<file path="src/shared/sar_consts.svh">
`ifndef SAR_CONSTS_SVH
`define SAR_CONSTS_SVH

// ==========================================================
// register byte offsets
`define OFS_CTRL_ONE 8'h00
`define OFS_IRQ_CTRL 8'h04
`define OFS_COMMAND 8'h08
`define OFS_SKIP_TEST 8'h0C
`define OFS_RES_HIGH 8'h10
`define OFS_RES_LOW 8'h14
`define OFS_COMPARE 8'h18
`define OFS_STATUS 8'h1C

// ==========================================================
// field positions
`define BIT_MODE_CMP 3
`define BIT_IRQ_EN 2
`define BIT_CMD_START 0
`define BIT_STAT_BUSY 0
`define BIT_STAT_FLAG 1

// ==========================================================
// reset values
`define RST_CTRL_ONE 4'h0
`define RST_IRQ_CTRL 4'h0
`define RST_RESULT 10'h000
`define RST_COMPARE 8'h00

// ==========================================================
// timing in machine cycles, and trial count
`define CONV_CYCLES 62
`define COMP_CYCLES 8
`define TRIAL_SPACING 6
`define TRIAL_COUNT 10

`endif

</file>
<file path="src/shared/sar_pkg.sv">
package sar_pkg;

  `include "sar_consts.svh"

  // ==========================================================
  // sequencer states
  typedef enum logic [1:0]
  {
    ST_IDLE = 2'b00,
    ST_CONV = 2'b01,
    ST_COMP = 2'b10
  } seq_state_t;

  // ==========================================================
  // complete block state
  typedef struct packed
  {
    seq_state_t st;
    logic [5:0] cnt;
    logic [2:0] sub;
    logic [3:0] idx;
    logic [3:0] trials;
    logic [9:0] result;
    logic [7:0] compare;
    logic [3:0] ctrl_one;
    logic [3:0] irq_ctrl;
    logic flag;
    logic [9:0] dac;
    logic ack;
    logic [31:0] rdata;
  } blk_state_t;

endpackage

</file>
<file path="src/verilog/sar_adc_comparator_control.sv">
`timescale 1ns/1ns
// Overview of operation
// - start of conversion clears the whole 10-bit result before any trial
// - each trial sets the current bit, MSB first, and compares reference to input
// - tried bit stays one if reference below input, else cleared
// - ten trials, MSB down to LSB; final register is the result
// - conversion ends 62 machine cycles after start with result held
// - on completion the done flag sets and the interrupt condition is raised
// - control-one bit 3 high selects comparator mode, low conversion mode
// - compare register write takes A into low nibble, B into high nibble
// - result contents are undefined after switching to comparator mode
// - compare register is separate and survives return to conversion mode
// - compare register is writable and readable only in comparator mode
// - comparator reference is supply times n over 256, n 0 to 255
// - in comparator mode the flag holds outcome, one when input below reference
// - start in comparator mode finishes the comparison after 8 machine cycles
// - flag clears when its interrupt is taken or a skip test skips
// - irq control bit decides interrupt versus polling of the flag
// - low result read puts result bits 1:0 into A bits 3:2, A 1:0 zero
// - flag may set on leaving comparator mode; software clears it by skip test
// - control-one bits 2:0 select one of eight analog inputs
// - control-one resets to zero and is readable and writable
module sar_adc_comparator_control
(
  input wire logic CLK_SYS_IN,
  input wire logic RST_N_IN,
  input wire logic CE_IN,
  input wire logic WB_CYC_IN,
  input wire logic WB_STB_IN,
  input wire logic WB_WE_IN,
  input wire logic [7:0] WB_ADR_IN,
  input wire logic [3:0] WB_SEL_IN,
  input wire logic [31:0] WB_DAT_IN,
  output logic [31:0] WB_DAT_OUT,
  output logic WB_ACK_OUT,
  input wire logic REF_BELOW_INPUT_IN,
  input wire logic IRQ_TAKEN_IN,
  output logic [9:0] DAC_CODE_OUT,
  output logic [2:0] INPUT_SELECT_OUT,
  output logic IRQ_REQ_OUT,
  output logic BUSY_OUT
);
  import sar_pkg::*;

  blk_state_t s_r;
  blk_state_t s_nxt;
  logic req;
  logic wr_ok;
  logic rd_ok;
  logic cmp_mode;
  logic start_go;
  logic set_evt;
  logic set_val;
  logic clr_evt;

  // ==========================================================
  // address match, used by write decoding and start detection; reads decode by case
  function automatic logic hit(input logic [7:0] adr, input logic [7:0] ofs);
    hit = (adr == ofs);
  endfunction

  // ==========================================================
  // bus request qualification and mode
  assign req = WB_CYC_IN & WB_STB_IN & ~s_r.ack;
  assign wr_ok = req & WB_WE_IN & WB_SEL_IN[0];
  assign rd_ok = req & ~WB_WE_IN;
  assign cmp_mode = s_r.ctrl_one[`BIT_MODE_CMP];
  assign start_go = wr_ok & hit(WB_ADR_IN, `OFS_COMMAND) & WB_DAT_IN[`BIT_CMD_START] & (s_r.st == ST_IDLE);

  // ==========================================================
  // next-state logic
  always_comb
  begin
    s_nxt = s_r;
    set_evt = 1'b0;
    set_val = 1'b0;
    clr_evt = 1'b0;
    s_nxt.ack = req;
    s_nxt.rdata = 32'h0000_0000;
    // register writes
    if (wr_ok)
    begin
      if (hit(WB_ADR_IN, `OFS_CTRL_ONE))
        s_nxt.ctrl_one = WB_DAT_IN[3:0];
      if (hit(WB_ADR_IN, `OFS_IRQ_CTRL))
        s_nxt.irq_ctrl = WB_DAT_IN[3:0];
      if (hit(WB_ADR_IN, `OFS_COMPARE) && cmp_mode)
        s_nxt.compare = WB_DAT_IN[7:0];
    end
    // register reads and their side effects
    if (rd_ok)
    begin
      case (WB_ADR_IN)
        `OFS_CTRL_ONE: s_nxt.rdata = {28'h000_0000, s_r.ctrl_one};
        `OFS_IRQ_CTRL: s_nxt.rdata = {28'h000_0000, s_r.irq_ctrl};
        `OFS_SKIP_TEST:
        begin
          s_nxt.rdata = {31'h0000_0000, s_r.flag};
          clr_evt = s_r.flag;
        end
        `OFS_RES_HIGH: s_nxt.rdata = {24'h00_0000, s_r.result[9:2]};
        `OFS_RES_LOW: s_nxt.rdata = {28'h000_0000, s_r.result[1:0], 2'b00};
        `OFS_COMPARE: s_nxt.rdata = cmp_mode ? {24'h00_0000, s_r.compare} : 32'h0000_0000;
        `OFS_STATUS: s_nxt.rdata = {30'h0000_0000, s_r.flag, s_r.st != ST_IDLE};
        default: s_nxt.rdata = 32'h0000_0000;
      endcase
    end
    if (IRQ_TAKEN_IN)
      clr_evt = 1'b1;
    // sequencer
    case (s_r.st)
      ST_IDLE:
      begin
        if (start_go)
        begin
          s_nxt.cnt = 6'h00;
          s_nxt.sub = 3'h0;
          s_nxt.idx = 4'h9;
          s_nxt.trials = 4'(`TRIAL_COUNT);
          if (cmp_mode)
            s_nxt.st = ST_COMP;
          else
          begin
            s_nxt.st = ST_CONV;
            s_nxt.result = `RST_RESULT;
          end
        end
      end
      ST_CONV:
      begin
        s_nxt.cnt = s_r.cnt + 6'h01;
        if (s_r.trials != 4'h0)
        begin
          if (s_r.sub == 3'h1)
            s_nxt.result[s_r.idx] = 1'b1;
          if (s_r.sub == 3'(`TRIAL_SPACING - 1))
          begin
            if (!REF_BELOW_INPUT_IN)
              s_nxt.result[s_r.idx] = 1'b0;
            s_nxt.idx = s_r.idx - 4'h1;
            s_nxt.trials = s_r.trials - 4'h1;
            s_nxt.sub = 3'h0;
          end
          else
            s_nxt.sub = s_r.sub + 3'h1;
        end
        if (s_r.cnt == 6'(`CONV_CYCLES - 1))
        begin
          s_nxt.st = ST_IDLE;
          set_evt = 1'b1;
          set_val = 1'b1;
        end
      end
      ST_COMP:
      begin
        s_nxt.cnt = s_r.cnt + 6'h01;
        if (s_r.cnt == 6'(`COMP_CYCLES - 1))
        begin
          s_nxt.st = ST_IDLE;
          set_evt = 1'b1;
          set_val = ~REF_BELOW_INPUT_IN;
        end
      end
      default: s_nxt.st = ST_IDLE;
    endcase
    // flag: completion wins over a clear in the same cycle
    if (clr_evt)
      s_nxt.flag = 1'b0;
    if (set_evt)
      s_nxt.flag = set_val;
    // reference code: comparator scale n/256 maps to n*4 on 10 bits
    s_nxt.dac = s_nxt.ctrl_one[`BIT_MODE_CMP] ? {s_nxt.compare, 2'b00} : s_nxt.result;
  end

  // ==========================================================
  // state register, frozen while the clock enable is low
  always_ff @(posedge CLK_SYS_IN or negedge RST_N_IN)
  begin
    if (!RST_N_IN)
    begin
      s_r.st <= ST_IDLE;
      s_r.cnt <= 6'h00;
      s_r.sub <= 3'h0;
      s_r.idx <= 4'h9;
      s_r.trials <= 4'h0;
      s_r.result <= `RST_RESULT;
      s_r.compare <= `RST_COMPARE;
      s_r.ctrl_one <= `RST_CTRL_ONE;
      s_r.irq_ctrl <= `RST_IRQ_CTRL;
      s_r.flag <= 1'b0;
      s_r.dac <= 10'h000;
      s_r.ack <= 1'b0;
      s_r.rdata <= 32'h0000_0000;
    end
    else if (CE_IN)
      s_r <= s_nxt;
  end

  // ==========================================================
  // outputs
  assign WB_DAT_OUT = s_r.rdata;
  assign WB_ACK_OUT = s_r.ack;
  assign DAC_CODE_OUT = s_r.dac;
  assign INPUT_SELECT_OUT = s_r.ctrl_one[2:0];
  assign IRQ_REQ_OUT = s_r.flag & s_r.irq_ctrl[`BIT_IRQ_EN];
  assign BUSY_OUT = (s_r.st != ST_IDLE);

  // ==========================================================
  // assertions
  a_start_clears: assert property (@(posedge CLK_SYS_IN) disable iff (!RST_N_IN)
    (CE_IN && start_go && !cmp_mode) |=> (s_r.result == 10'h000 && s_r.st == ST_CONV))
    else $error("conversion start did not clear result");

  a_msb_first: assert property (@(posedge CLK_SYS_IN) disable iff (!RST_N_IN)
    (CE_IN && s_r.st == ST_CONV && s_r.cnt == 6'h01) |=> s_r.result[9])
    else $error("first trial did not set the top bit");

  a_trial_keep: assert property (@(posedge CLK_SYS_IN) disable iff (!RST_N_IN)
    (CE_IN && s_r.st == ST_CONV && s_r.trials != 4'h0 && s_r.sub == 3'h5 && REF_BELOW_INPUT_IN)
    |=> s_r.result[$past(s_r.idx)])
    else $error("tried bit lost although reference below input");

  a_trial_drop: assert property (@(posedge CLK_SYS_IN) disable iff (!RST_N_IN)
    (CE_IN && s_r.st == ST_CONV && s_r.trials != 4'h0 && s_r.sub == 3'h5 && !REF_BELOW_INPUT_IN)
    |=> !s_r.result[$past(s_r.idx)])
    else $error("tried bit kept although reference above input");

  a_conv_end: assert property (@(posedge CLK_SYS_IN) disable iff (!RST_N_IN)
    (CE_IN && s_r.st == ST_CONV && s_r.cnt == 6'h3D) |=> (s_r.st == ST_IDLE && s_r.flag && s_r.trials == 4'h0))
    else $error("conversion did not end with flag after 62 cycles");

  a_conv_bound: assert property (@(posedge CLK_SYS_IN) disable iff (!RST_N_IN)
    (s_r.st == ST_CONV) |-> (s_r.cnt < 6'h3E))
    else $error("conversion counter ran past its end");

  a_comp_end: assert property (@(posedge CLK_SYS_IN) disable iff (!RST_N_IN)
    (CE_IN && s_r.st == ST_COMP && s_r.cnt == 6'h07) |=> (s_r.st == ST_IDLE && s_r.flag == !$past(REF_BELOW_INPUT_IN)))
    else $error("comparison did not finish after 8 cycles with outcome");

  a_irq_clear: assert property (@(posedge CLK_SYS_IN) disable iff (!RST_N_IN)
    (CE_IN && IRQ_TAKEN_IN && !set_evt) |=> !s_r.flag)
    else $error("flag not cleared by interrupt taken");

  a_low_read: assert property (@(posedge CLK_SYS_IN) disable iff (!RST_N_IN)
    (CE_IN && rd_ok && WB_ADR_IN == `OFS_RES_LOW) |=> (WB_DAT_OUT[1:0] == 2'b00 && WB_DAT_OUT[3:2] == $past(s_r.result[1:0])))
    else $error("low result read placed bits wrongly");

  a_cmp_lock: assert property (@(posedge CLK_SYS_IN) disable iff (!RST_N_IN)
    (CE_IN && wr_ok && WB_ADR_IN == `OFS_COMPARE && !cmp_mode) |=> $stable(s_r.compare))
    else $error("compare register written outside comparator mode");

  // every taken request is answered on the next cycle
  a_ack_pulse: assert property (@(posedge CLK_SYS_IN) disable iff (!RST_N_IN)
    (CE_IN && req) |=> WB_ACK_OUT)
    else $error("bus request not acknowledged");

  // acknowledge lasts a single cycle
  a_ack_single: assert property (@(posedge CLK_SYS_IN) disable iff (!RST_N_IN)
    (CE_IN && WB_ACK_OUT) |=> !WB_ACK_OUT)
    else $error("acknowledge held longer than one cycle");

  // control-one write lands
  a_ctrl_write: assert property (@(posedge CLK_SYS_IN) disable iff (!RST_N_IN)
    (CE_IN && wr_ok && WB_ADR_IN == `OFS_CTRL_ONE) |=> (s_r.ctrl_one == $past(WB_DAT_IN[3:0])))
    else $error("control one write lost");

  // start in comparator mode enters the comparison
  a_comp_entry: assert property (@(posedge CLK_SYS_IN) disable iff (!RST_N_IN)
    (CE_IN && start_go && cmp_mode) |=> (s_r.st == ST_COMP))
    else $error("comparator start did not begin a comparison");

  // compare write in comparator mode lands whole
  a_cmp_write: assert property (@(posedge CLK_SYS_IN) disable iff (!RST_N_IN)
    (CE_IN && wr_ok && WB_ADR_IN == `OFS_COMPARE && cmp_mode) |=> (s_r.compare == $past(WB_DAT_IN[7:0])))
    else $error("compare register write lost");

  // compare read outside comparator mode gives zero
  a_cmp_read_zero: assert property (@(posedge CLK_SYS_IN) disable iff (!RST_N_IN)
    (CE_IN && rd_ok && WB_ADR_IN == `OFS_COMPARE && !cmp_mode) |=> (WB_DAT_OUT == 32'h0000_0000))
    else $error("compare register readable outside comparator mode");

  // compare read in comparator mode returns the register
  a_cmp_read: assert property (@(posedge CLK_SYS_IN) disable iff (!RST_N_IN)
    (CE_IN && rd_ok && WB_ADR_IN == `OFS_COMPARE && cmp_mode) |=> (WB_DAT_OUT[7:0] == $past(s_r.compare)))
    else $error("compare register read wrong");

  // comparator mode drives the scaled compare value
  a_dac_comp: assert property (@(posedge CLK_SYS_IN) disable iff (!RST_N_IN)
    (s_r.ctrl_one[`BIT_MODE_CMP]) |-> (DAC_CODE_OUT == {s_r.compare, 2'b00}))
    else $error("reference code wrong in comparator mode");

  // conversion mode drives the trial register
  a_dac_conv: assert property (@(posedge CLK_SYS_IN) disable iff (!RST_N_IN)
    (!s_r.ctrl_one[`BIT_MODE_CMP]) |-> (DAC_CODE_OUT == s_r.result))
    else $error("reference code wrong in conversion mode");

  // input select follows a control-one write
  a_sel_write: assert property (@(posedge CLK_SYS_IN) disable iff (!RST_N_IN)
    (CE_IN && wr_ok && WB_ADR_IN == `OFS_CTRL_ONE) |=> (INPUT_SELECT_OUT == $past(WB_DAT_IN[2:0])))
    else $error("input select did not follow control one");

  // busy rises on start
  a_busy_start: assert property (@(posedge CLK_SYS_IN) disable iff (!RST_N_IN)
    (CE_IN && start_go) |=> BUSY_OUT)
    else $error("busy not raised by start");

  // busy falls when the comparison ends
  a_busy_drop: assert property (@(posedge CLK_SYS_IN) disable iff (!RST_N_IN)
    (CE_IN && s_r.st == ST_COMP && s_r.cnt == 6'h07) |=> !BUSY_OUT)
    else $error("busy not dropped at comparison end");

  // a start while busy does not restart the counter
  a_start_ignored: assert property (@(posedge CLK_SYS_IN) disable iff (!RST_N_IN)
    (CE_IN && s_r.st != ST_IDLE && wr_ok && WB_ADR_IN == `OFS_COMMAND) |=> (s_r.cnt != 6'h00))
    else $error("start while busy restarted the counter");

  // counter steps once per enabled cycle in conversion
  a_cnt_step: assert property (@(posedge CLK_SYS_IN) disable iff (!RST_N_IN)
    (CE_IN && s_r.st == ST_CONV) |=> (s_r.cnt == $past(s_r.cnt) + 6'h01))
    else $error("machine cycle counter did not step");

  // counter restarts on start
  a_cnt_start: assert property (@(posedge CLK_SYS_IN) disable iff (!RST_N_IN)
    (CE_IN && start_go) |=> (s_r.cnt == 6'h00))
    else $error("machine cycle counter not restarted");

  // low clock enable freezes all state
  a_ce_freeze: assert property (@(posedge CLK_SYS_IN) disable iff (!RST_N_IN)
    (!CE_IN) |=> $stable(s_r))
    else $error("state changed while clock enable low");

  // enabled interrupt rises when a conversion completes
  a_irq_on_done: assert property (@(posedge CLK_SYS_IN) disable iff (!RST_N_IN)
    (CE_IN && s_r.st == ST_CONV && s_r.cnt == 6'h3D && s_r.irq_ctrl[`BIT_IRQ_EN]
    && !(wr_ok && hit(WB_ADR_IN, `OFS_IRQ_CTRL))) |=> IRQ_REQ_OUT)
    else $error("interrupt not raised at conversion end");

  // skip test clears a set flag
  a_skip_clear: assert property (@(posedge CLK_SYS_IN) disable iff (!RST_N_IN)
    (CE_IN && rd_ok && WB_ADR_IN == `OFS_SKIP_TEST && s_r.flag && !set_evt) |=> !s_r.flag)
    else $error("skip test did not clear the flag");

  // completion set wins over a clear
  a_set_wins: assert property (@(posedge CLK_SYS_IN) disable iff (!RST_N_IN)
    (CE_IN && set_evt && set_val) |=> s_r.flag)
    else $error("completion did not set the flag");

  // compare register untouched by a conversion
  a_cmp_kept: assert property (@(posedge CLK_SYS_IN) disable iff (!RST_N_IN)
    (CE_IN && s_r.st == ST_CONV) |=> $stable(s_r.compare))
    else $error("compare register changed during conversion");

  // skip test read returns the flag
  a_skip_read: assert property (@(posedge CLK_SYS_IN) disable iff (!RST_N_IN)
    (CE_IN && rd_ok && WB_ADR_IN == `OFS_SKIP_TEST) |=> (WB_DAT_OUT == {31'h0000_0000, $past(s_r.flag)}))
    else $error("skip test read wrong");

  // high result read returns the top eight bits
  a_res_high: assert property (@(posedge CLK_SYS_IN) disable iff (!RST_N_IN)
    (CE_IN && rd_ok && WB_ADR_IN == `OFS_RES_HIGH) |=> (WB_DAT_OUT[7:0] == $past(s_r.result[9:2])))
    else $error("high result read wrong");

  // status read returns flag and busy
  a_status_read: assert property (@(posedge CLK_SYS_IN) disable iff (!RST_N_IN)
    (CE_IN && rd_ok && WB_ADR_IN == `OFS_STATUS) |=> (WB_DAT_OUT[1:0] == {$past(s_r.flag), $past(BUSY_OUT)}))
    else $error("status read wrong");

  // finished result stands while idle in conversion mode
  a_result_hold: assert property (@(posedge CLK_SYS_IN) disable iff (!RST_N_IN)
    (CE_IN && s_r.st == ST_IDLE && !start_go && !cmp_mode) |=> $stable(s_r.result))
    else $error("result changed while idle");

  c_conv_done: cover property (@(posedge CLK_SYS_IN) disable iff (!RST_N_IN)
    (s_r.st == ST_CONV) ##1 (s_r.st == ST_IDLE));
  c_comp_done: cover property (@(posedge CLK_SYS_IN) disable iff (!RST_N_IN)
    (s_r.st == ST_COMP) ##1 (s_r.st == ST_IDLE && s_r.flag));
  c_skip_clear: cover property (@(posedge CLK_SYS_IN) disable iff (!RST_N_IN)
    (CE_IN && rd_ok && WB_ADR_IN == `OFS_SKIP_TEST && s_r.flag) ##1 !s_r.flag);
  c_irq_raise: cover property (@(posedge CLK_SYS_IN) disable iff (!RST_N_IN)
    (BUSY_OUT && s_r.irq_ctrl[`BIT_IRQ_EN]) ##1 IRQ_REQ_OUT);
  c_ce_hold: cover property (@(posedge CLK_SYS_IN) disable iff (!RST_N_IN)
    (!CE_IN && BUSY_OUT) ##1 !CE_IN);

endmodule

</file>
<file path="config.mk">
export PLATFORM = sky130hd
export DESIGN_NAME = sar_adc_comparator_control
export DESIGN_NICKNAME = d
export VERILOG_FILES = /design/src/shared/sar_pkg.sv /design/src/verilog/sar_adc_comparator_control.sv
export VERILOG_INCLUDE_DIRS = /design/src /design/src/shared
export SDC_FILE = /design/constraint.sdc
export NUM_CORES = 1
export LEC_CHECK = 0
export ABC_AREA = 1
export ABC_CLOCK_PERIOD_IN_PS = 2300
export BUFFER_PORTS_ARGS = -buffer_cell sky130_fd_sc_hd__buf_2
export CAP_MARGIN = 5
export CORE_MARGIN = 2
export CORE_UTILIZATION = 55
export CTS_CLUSTER_SIZE = 40
export DETAILED_ROUTE_END_ITERATION = 8
export MAX_ROUTING_LAYER = met4
export PLACE_DENSITY = 0.78
export RECOVER_POWER = 50
export SLEW_MARGIN = 15
export SYNTH_ARGS = -nofsm -noshare
export SYNTH_HDL_FRONTEND = slang
export SYNTH_SLANG_ARGS = --single-unit
</file>
<file path="constraint.sdc">
create_clock -name CLK_SYS_IN -period 2.3 [get_ports CLK_SYS_IN]
set_input_delay 0.115 -clock CLK_SYS_IN [delete_from_list [all_inputs] [get_ports CLK_SYS_IN]]
set_output_delay 0.115 -clock CLK_SYS_IN [all_outputs]
set_load 0.02 [all_outputs]
</file>
---- Yosys cells after proc, flatten, opt, wreduce, memory -nomap -nowiden ----
Cells that the tools add are included.
storage, ports and cells
  output and inout bits ................... 48
  RAM bits ................................ 0
  memories kept ........................... 0
  bits in latches ......................... 0
  bits in registers ....................... 89
  memory bits (read-only) ................. 0
cells by class
  shift operators ......................... 0
  order comparisons ....................... 2
  reduce and logical (&&, ||, !) cells .... 17
  div/mod/pow operators ................... 0
  equal/unequal tests ..................... 18
  $mul .................................... 0
  bitwise operators ....................... 15
  mux-type cells .......................... 35
  add/sub/neg operators ................... 4
operators with widths
  cell                                                                count
  10-bit 2-to-1 mux                                                   6
  8-bit one-hot mux with 7 select lines                               1
  21-bit one-hot mux with 2 select lines                              1
  8-bit by 5-bit == test with 1-bit output, second input constant     4
  29-bit 2-to-1 mux                                                   1
  8-bit 2-to-1 mux                                                    3
  21-bit 2-to-1 mux                                                   1
  18-bit 2-to-1 mux                                                   1
  8-bit by 4-bit == test with 1-bit output, second input constant     2
  16-bit 2-to-1 mux                                                   1
  6-bit one-hot mux with 2 select lines                               1
  10-bit bitwise AND                                                  1
  2-bit inequality test, second input constant                        5
  10-bit inverter                                                     1
  10-bit OR                                                           1
  1-bit bitwise AND                                                   9
  1-bit 2-to-1 mux                                                    9
  3-bit AND reduction                                                 3
  8-bit by 3-bit == test with 1-bit output, second input constant     1
  8-bit logical NOT                                                   1
  4-bit 2-to-1 mux                                                    2
  4-bit AND reduction                                                 2
  2-bit nonzero test                                                  4
  4-bit by 1-bit subtractor with 4-bit output, second input constant  2
  22 further kinds                                                    28

---- Longest topological paths before layout ----
Gate-level depths: netlist of the first run.
  depth in word-level cells ............... 14
  depth in mapped cells ................... 14
  depth with buffers taken out ............ 14

---- Worst setup path after synthesis of the first run ----
Ideal clock, no wire load.
  kind .................................... reg-to-reg
  from .................................... reg s_r[87] in the netlist's numbering
  to ...................................... reg s_r[71] in the netlist's numbering
  setup time .............................. 119 ps
  required time ........................... 2,181 ps
  arrival ................................. 1,560 ps
  stages on the path, launching flop included .. 12
  path buffers ............................ 1
  period minus slack after synthesis ...... 1,680 ps
  slack ................................... 620 ps
  cells stage by stage .................... dfrtp_1 inv_1 ha_1 nor2_1 clkinv_1 nand2_1 inv_2 nand3_4 a21oi_4 buf_6 nand2_1 o21ai_2
on the way
  word-level cells in the longest chain between the ends .. 4
  elaborated cells between the ends (all ways) .. 9
  those cells by class .................... eq/ne: 4; mux: 1; bitwise: 1; reduce/logical: 3
ends and longest elaborated chain
  element                          RTL line                                                             source
  start: declaration               sar_adc_comparator_control.sv:45                                     blk_state_t s_r;
  start signal: assignment         sar_adc_comparator_control.sv:196                                    s_r <= s_nxt;
  2-bit logical NOT                sar_adc_comparator_control.sv:68, sar_adc_comparator_control.sv:111
  1-bit bitwise AND                sar_adc_comparator_control.sv:68                                     assign start_go = wr_ok & hit(WB_ADR_IN, `OFS_COMMAND) & WB_DAT_IN[`BIT_CMD_START] & (s_r.st == ST_IDLE);
  2-bit inequality test (no line)  -
  5-bit AND reduction (no line)    -
Several ways; a longest one is shown, not always the timed one.
A chain may end at the register's enable or synchronous reset.

---- Worst setup path after layout of the first run ----
  from .................................... reg s_r[88] in the netlist's numbering
  to ...................................... reg s_r[76] in the netlist's numbering
The elaborated chain is that of the path after synthesis.

==> reports/results.txt, run 1 <==
#FFs+latches synth: 65
Primary FF master, synth: dfrtp_1
TritonCTS Buffers: 9
Pwr/cell area: 593.0 nW/um^2
Met1 Resource Use GR: 0.3232
Leak: 2.222 nW
Clock power frac: 0.380
Crit path time final: 1.995 ns
Fmax achieved: 0.5012 GHz
Global route hottest layer: met2
RSZ-0062 raised after global routing: false
Initial antenna violation count: 0
TritonCTS clock tree: done
DRC violations left: 0
Synth area leaders: dfrtp_1, nand2_1, buf_4
# IOs: 100
Setup Viol. Count Final: 0
Final Hold Viols: 0
Syn Inst Count: 584
Psw: 840.0 uW
Status: complete, no violations
Vias in the first global route: 3,688
Gpl congestion: 0.9701
Drt total wl: 9824 um
Detail Route Antenna Nets: 0
H-tree Lvls: 3
CP Launch Type: register
GR Layer Usage met2: 0.3939
Sequential share of the synthesized area: 0.3720
Hpwl dp: 7463 um
Port-buffer cells: 48
Crit share post-route: 0.8674
Post-Place Cell Area: 4463 um^2
Number of max-cap violations: 0
Die extent in x: 93.23 um
First-pass GRT wire length: 16,770 um
Total GRT Usage: 0.2502
Die Ht: 93.23 um
Latest clock arrival within the worst-skew pair: 0.35 ns
Post-Syn Area: 4379 um^2
Number of DRC markers in iteration 0: 229
Synth cell types: 41
Synthesized area per cell: 7.499 um^2
CP arrival: 2.27 ns
Cell internal pwr: 1.916 mW
Clk slew on worst S/H paths: 0.08 ns
Part of the power in registers: 0.463
Worst Reg-to-Reg Cells: 11
HP Class: input port to register
Post-route setup TNS: 0 ns
Most frequent cells after synthesis: nand2_1, inv_1, dfrtp_1, nor2_1, o21ai_0
Gr ovfl total: 0
Worst-Margin Slew: 0.8785 ns
Wire per inst: 13.64 um
Core Util, Final: 0.6015
Antenna diodes: 0
CP Max Fanout: 12
Worst Path Required: 2.58 ns
Starting Density: 0.5667
CTS sink cnt: 65
Clock skew: 0.01433 ns
First-pass detailed-route iteration total: 5
Slew Viols, Final: 0
Vias post-DR: 3,747
Area growth from synthesis to layout: 6.143%
Post-synth EDFFs: 0
Layout cells sized above 1: 0.1489
Core Box Area: 7727 um^2
Critical Path End Type: register
Top-count cell post-synth: nand2_1
Clock buffer depth: 2
Cell area after layout: 4648 um^2
Synth top area share: 0.3600
Critical path class: register to register
Sw Ratio: 0.3048
Slew HR: 0.4144
Drt via density: 5.204
Worst vdd ir: 362.5 uV
Area leader, netlist: dfrtp_1
Logic pwr share: 0.156
# nets final: 677
Routing usage on met3: 0.04593
Worst hold margin: 0.05957 ns
Yosys Warn Count: 0
Core Rows: 32
Hold Path Stages: 3
Root buffer cell: clkbuf_8
Pin count of the biggest net entering global routing: 36
Asr flop ratio synth: 1.000
Die area: 8692 um^2
critical path, cell delays in order (launching register included):
cell and delay (ns):
dfrtp_1 0.39, inv_1 0.08, ha_2 0.24, inv_2 0.16, nor2_4 0.07, inv_2 0.10
nand2_1 0.07, inv_2 0.11, nand3_4 0.12, a21oi_4 0.34, nand3_1 0.14, o21ai_1 0.10
cell families (layout without fill, tap and decap cells):
logic type               count (synthesis)  in the layout  synth area share
AND/OR/NAND/NOR                        262            262            0.2720
XOR/XNOR                                 6              6           0.01200
adder cells (fa/ha/maj)                 12             12           0.03428
flip-flops                              65             65            0.3720
AO/OA/AOI/OAI                          105            105            0.1474
multiplexers                             2              2          0.004572
other                                    1             24         0.0008563
buffers and inverters                  131            142            0.1569
cell usage in the layout (no fill, tap or decap), types with 2 or more instances in the layout:
cell | Yosys | routed
inv_2 | 8 | 7
ha_2 | 0 | 2
nor2_1 | 50 | 50
clkbuf_8 | 0 | 11
ha_1 | 12 | 10
conb_1 | 1 | 24
nand4_1 | 11 | 11
buf_2 | 0 | 26
o21ai_2 | 3 | 3
mux2i_1 | 2 | 2
nand3_4 | 2 | 2
a22o_1 | 4 | 4
nor3_1 | 5 | 5
xor2_1 | 4 | 4
nor2_4 | 8 | 8
inv_6 | 0 | 2
a31oi_1 | 3 | 3
nand2_1 | 140 | 140
a21oi_1 | 13 | 13
o21ai_4 | 2 | 2
nand2_2 | 3 | 3
buf_4 | 46 | 3
nor2_2 | 4 | 4
o211ai_1 | 4 | 4
o21ai_1 | 9 | 9
o21ai_0 | 50 | 50
dfstp_2 | 2 | 2
o22ai_1 | 5 | 5
dfrtp_1 | 63 | 63
xnor2_1 | 2 | 2
a21oi_2 | 8 | 8
nand3_2 | 2 | 2
clkbuf_1 | 8 | 22
inv_1 | 64 | 65
nand3_1 | 34 | 34
path summary, 6_finish.rpt:
path / slack, ns / endpoint / start
hold / removal: 0.06 / s_r[45]$_DFFE_PN0P_ / WB_DAT_IN[1]
setup reg to reg: 0.30 / s_r[76]$_DFFE_PN0P_ / s_r[88]$_DFFE_PN0P_
hold reg to reg: 0.48 / DAC_CODE_OUT[7]$_DFFE_PN0P_ / DAC_CODE_OUT[7]$_DFFE_PN0P_
max in group asynchronous: 0.61 / s_r[56]$_DFFE_PN0P_ / RST_N_IN
min in group asynchronous: 0.36 / s_r[83]$_DFFE_PN0P_ / RST_N_IN
setup / recovery: 0.30 / s_r[76]$_DFFE_PN0P_ / s_r[88]$_DFFE_PN0P_
per-stage QoR:
stage / power [mW] / cells / setup WS [ns]
2_1_floorplan: 1.666 / 607 / 0.6204
3_3_place_gp: 1.729 / 703 / 0.3213
3_5_place_dp: 1.741 / 703 / 0.2667
4_1_cts: 2.792 / 720 / 0.2333
5_1_grt: 2.901 / 720 / 0.06764
6_report: 2.756 / 720 / 0.3049
timing repair:
item,in CTS,in global routing
setup buffers,0,0
hold buffers,1,0
resized for setup,0,2
setup endpoints to repair,0,1
hold endpoints to repair,29,0
routing by layer:
metal	share of wire	routed length, um
met2	0.47	4617
met5	0	0
met3	0.054	528
met1	0.46	4496
met4	0.019	182
flip-flops by register name, summed over array words and instances, names as in the netlist:
register / flops
INPUT_SELECT_OUT: 3
DAC_CODE_OUT: 10
cmp_mode: 1
WB_DAT_OUT: 8
s_r: 42
WB_ACK_OUT: 1
final cells by class:
class | instances | area (um^2)
Clock buffer | 11 | 151.4
Fill cell | 721 | 3079
Clock inverter | 5 | 61.31
Multi-Input combinational cell | 411 | 2155
Tap cell | 102 | 127.6
Sequential cell | 65 | 1629
Inverter | 73 | 274.0
Timing Repair Buffer | 53 | 250.2
power groups by stage:
stage / registers (mW) / logic, mW / clock network [mW]
detailed placement: 1.30 / 0.444 / 0
floorplan: 1.29 / 0.379 / 0
global placement: 1.29 / 0.434 / 0
CTS: 1.28 / 0.447 / 1.07
finish: 1.28 / 0.431 / 1.05
global route: 1.29 / 0.488 / 1.12
Power figures use the tool's default switching activity.
==> inputs of run 2 (changes only) <==
--- a/config.mk
+++ b/config.mk
@@ -10,7 +10,7 @@
 export ABC_CLOCK_PERIOD_IN_PS = 2300
 export BUFFER_PORTS_ARGS = -buffer_cell sky130_fd_sc_hd__buf_2
 export CAP_MARGIN = 5
-export CORE_MARGIN = 2
+export CORE_MARGIN = 5
 export CORE_UTILIZATION = 55
 export CTS_CLUSTER_SIZE = 40
 export DETAILED_ROUTE_END_ITERATION = 8
==> reports/results.txt, run 2 (synthesis results as in run 1) <==
First-pass detailed-route iteration total: 5 (unchanged)
Largest Register: s_r
Antenna diodes: 0 (unchanged)
HP Class: input port to register
Crit path time final: 2.078 ns (+0.08309 ns)
Critical path launch point: s_r[88]$_DFFE_PN0P_
Die extent in x: 99.23 um (+6.4%)
# nets final: 676 (-0.15%)
Reg2reg start: s_r[88]$_DFFE_PN0P_
Pwr Total: 2.711 mW (-1.6%)
Cell internal pwr: 1.936 mW (+1.0%)
CP Launch Type: register
Min-delay src: CE_IN
Gpl congestion: 0.9875 (+1.8%)
DRC violations left: 0 (unchanged)
Largest register FFs: 42 (unchanged)
Die area: 9847 um^2 (+13%)
Core Box Area: 7727 um^2 (unchanged)
Worst vdd ir: 445.1 uV (+23%)
FILL cells: 707 (-1.9%)
Crit share post-route: 0.9035 (+0.03613)
Critical path class: register to register
Sw Ratio: 0.2859 (-0.01883)
CP arrival: 2.34 ns (+0.07 ns)
Commonest non-fill, non-tap cells in the layout: nand2_1, inv_1, dfrtp_1, nor2_1, o21ai_0
Post-Place Worst Slack: 0.2405 ns (-0.02616 ns)
First-pass GRT wire length: 17,090 um (+1.9%)
Post-route setup TNS: 0 ns (unchanged)
Critical Path End Type: register
Setup Viol. Count Final: 0 (unchanged)
Area growth from synthesis to layout: 5.743%
Gr ovfl total: 0 (unchanged)
Psw: 775.1 uW (-7.7%)
Status: complete, but fails checks
Layout cells sized above 1: 0.1410 (-0.007862)
Vias post-DR: 3,807 (+1.6%)
H-tree Lvls: 3 (unchanged)
CTS sink cnt: 65 (unchanged)
Logic pwr share: 0.158 (+0.002)
# IOs: 100 (unchanged)
Port-buffer cells: 48 (unchanged)
FF/Latch Area: 1629 um^2 (unchanged)
Worst Path Required: 2.56 ns (-0.02 ns)
Final worst-path setup slack: 0.2219 ns (-0.08309 ns)
Clk slew on worst S/H paths: 0.06 ns (-0.02 ns)
Detail Route Antenna Nets: 0 (unchanged)
Slew Viols, Final: 66 (+66)
Final Hold Viols: 0 (unchanged)
Clock power frac: 0.370 (-0.010)
Initial antenna violation count: 0 (unchanged)
Core Rows: 32 (unchanged)
Footprint of the multi-input gates: 2150 um^2 (-0.23%)
Pin count of the biggest net entering global routing: 66 (+83%)
Post-Place Cell Area: 4443 um^2 (-0.45%)
Clock buffer depth: 2 (unchanged)
TritonCTS clock tree: done
Part of the power in registers: 0.472 (+0.009)
Vias in the first global route: 3,739 (+1.4%)
Total GRT Usage: 0.2165 (-0.03363)
Critical R2R Capture: s_r[72]$_DFFE_PN0P_
PostCTS Resize Cnt: 0 (unchanged)
CP Max Fanout: 12 (unchanged)
Worst Setup EP: s_r[72]$_DFFE_PN0P_
Leak: 2.216 nW (-0.27%)
Starting Density: 0.5667 (unchanged)
Hpwl dp: 7521 um (+0.78%)
Fmax achieved: 0.4812 GHz (-4.0%)
Die Ht: 99.23 um (+6.4%)
Root buffer cell: clkbuf_8
Latest clock arrival within the worst-skew pair: 0.34 ns (about the same)
Most common cell after layout, fill and taps aside: nand2_1
Pwr/cell area: 585.4 nW/um^2 (-1.3%)
Clock skew: 0.007691 ns (-0.006638 ns)
Worst-Margin Slew: 1.593 ns (+0.7148 ns)
TritonCTS Buffers: 9 (unchanged)
Number of max-cap violations: 1 (+1)
Wire per inst: 13.95 um (+2.2%)
Drt via density: 5.295 (+1.7%)
Violated checks: capacitance limit, slew limit
Number of DRC markers in iteration 0: 235 (+2.6%)
Cell area after layout: 4631 um^2 (-0.38%)
Drt total wl: 10,030 um (+2.1%)
Worst Reg-to-Reg Cells: 10 (-1)
Slew HR: -0.06215 (-0.4765)
Reg-to-reg setup timing slack: 0.22 ns (-0.08 ns)
RSZ-0062 raised after global routing: false
## run 2: cell count changes in the layout (fill, tap and decap cells not counted)
cell | before | now
clkbuf_1 | 22 | 24
ha_1 | 10 | 12
ha_2 | 2 | 0
inv_6 | 2 | 0
buf_4 | 3 | 2
clkbuf_8 | 11 | 12
clkinv_4 | 1 | 0
## run 2: how the worst min path moves through the flow
stage	to	slack (ns)	cells past startpoint
final	WB_ACK_OUT$_DFFE_PN0P_	0.03	2
after global routing	WB_ACK_OUT$_DFFE_PN0P_	0.06	2
after CTS	WB_ACK_OUT$_DFFE_PN0P_	0.02	2
after detailed placement	s_r[81]$_DFFE_PN0P_	0.36	2
after global placement	s_r[83]$_DFFE_PN0P_	0.35	2
after floorplan	DAC_CODE_OUT[0]$_DFFE_PN0P_	-0.18	0
## run 2: what timing repair did
item | CTS | global route
buffers inserted | 0 | 0
hold buffers | 1 | 0
setup endpoints to repair | 0 | 0
hold endpoints to repair | 63 | 0
## run 2: critical path, stage by stage, from the launching register on
cell      delay (ns)
dfrtp_1         0.40
inv_1           0.09
ha_1            0.35
nor2_1          0.17
clkinv_1        0.14
nand2_1         0.08
inv_2           0.11
nand3_4         0.12
a21oi_4         0.34
nand3_1         0.12
o21ai_1         0.10
## run 2: routing by layer
metal,up-vias,part of all wire,GRT usage
met1,1761,0.43,0.2811
met3,27,0.075,0.04628
met4,0,0.023,0.08088
li1,1865,-,-
met5,-,0,-
met2,154,0.47,0.3337
## run 2: layout make-up
| type | instances | share of cell area |
|---|---|---|
| Inverter | 73 | 0.05917 |
| Sequential cell | 65 | 0.3518 |
| Multi-Input combinational cell | 411 | 0.4642 |
| Clock buffer | 14 | 0.03729 |
| Tap cell | 102 | 0.02756 |
| Timing Repair Buffer | 52 | 0.05242 |
| Clock inverter | 2 | 0.007566 |
## run 2: power groups by stage
| stage | Combinational, mW | Clock [mW] | Sequential [mW] |
|---|---|---|---|
| after CTS | 0.441 | 1.03 | 1.28 |
| final | 0.430 | 1.00 | 1.28 |
| after detailed placement | 0.439 | 0 | 1.30 |
| after global routing | 0.485 | 1.07 | 1.29 |
| after floorplan | 0.379 | 0 | 1.29 |
| after global placement | 0.428 | 0 | 1.29 |
## run 2: stage by stage
stage / util / hold slack (ns) / cells
final: 0.5993 / 0.03023 / 719
after global routing: 0.5993 / 0.05686 / 719
after CTS: 0.6031 / 0.01729 / 719
after detailed placement: 0.5750 / 0.3571 / 702
after global placement: 0.5750 / 0.3469 / 702
after floorplan: - / -0.1806 / 607
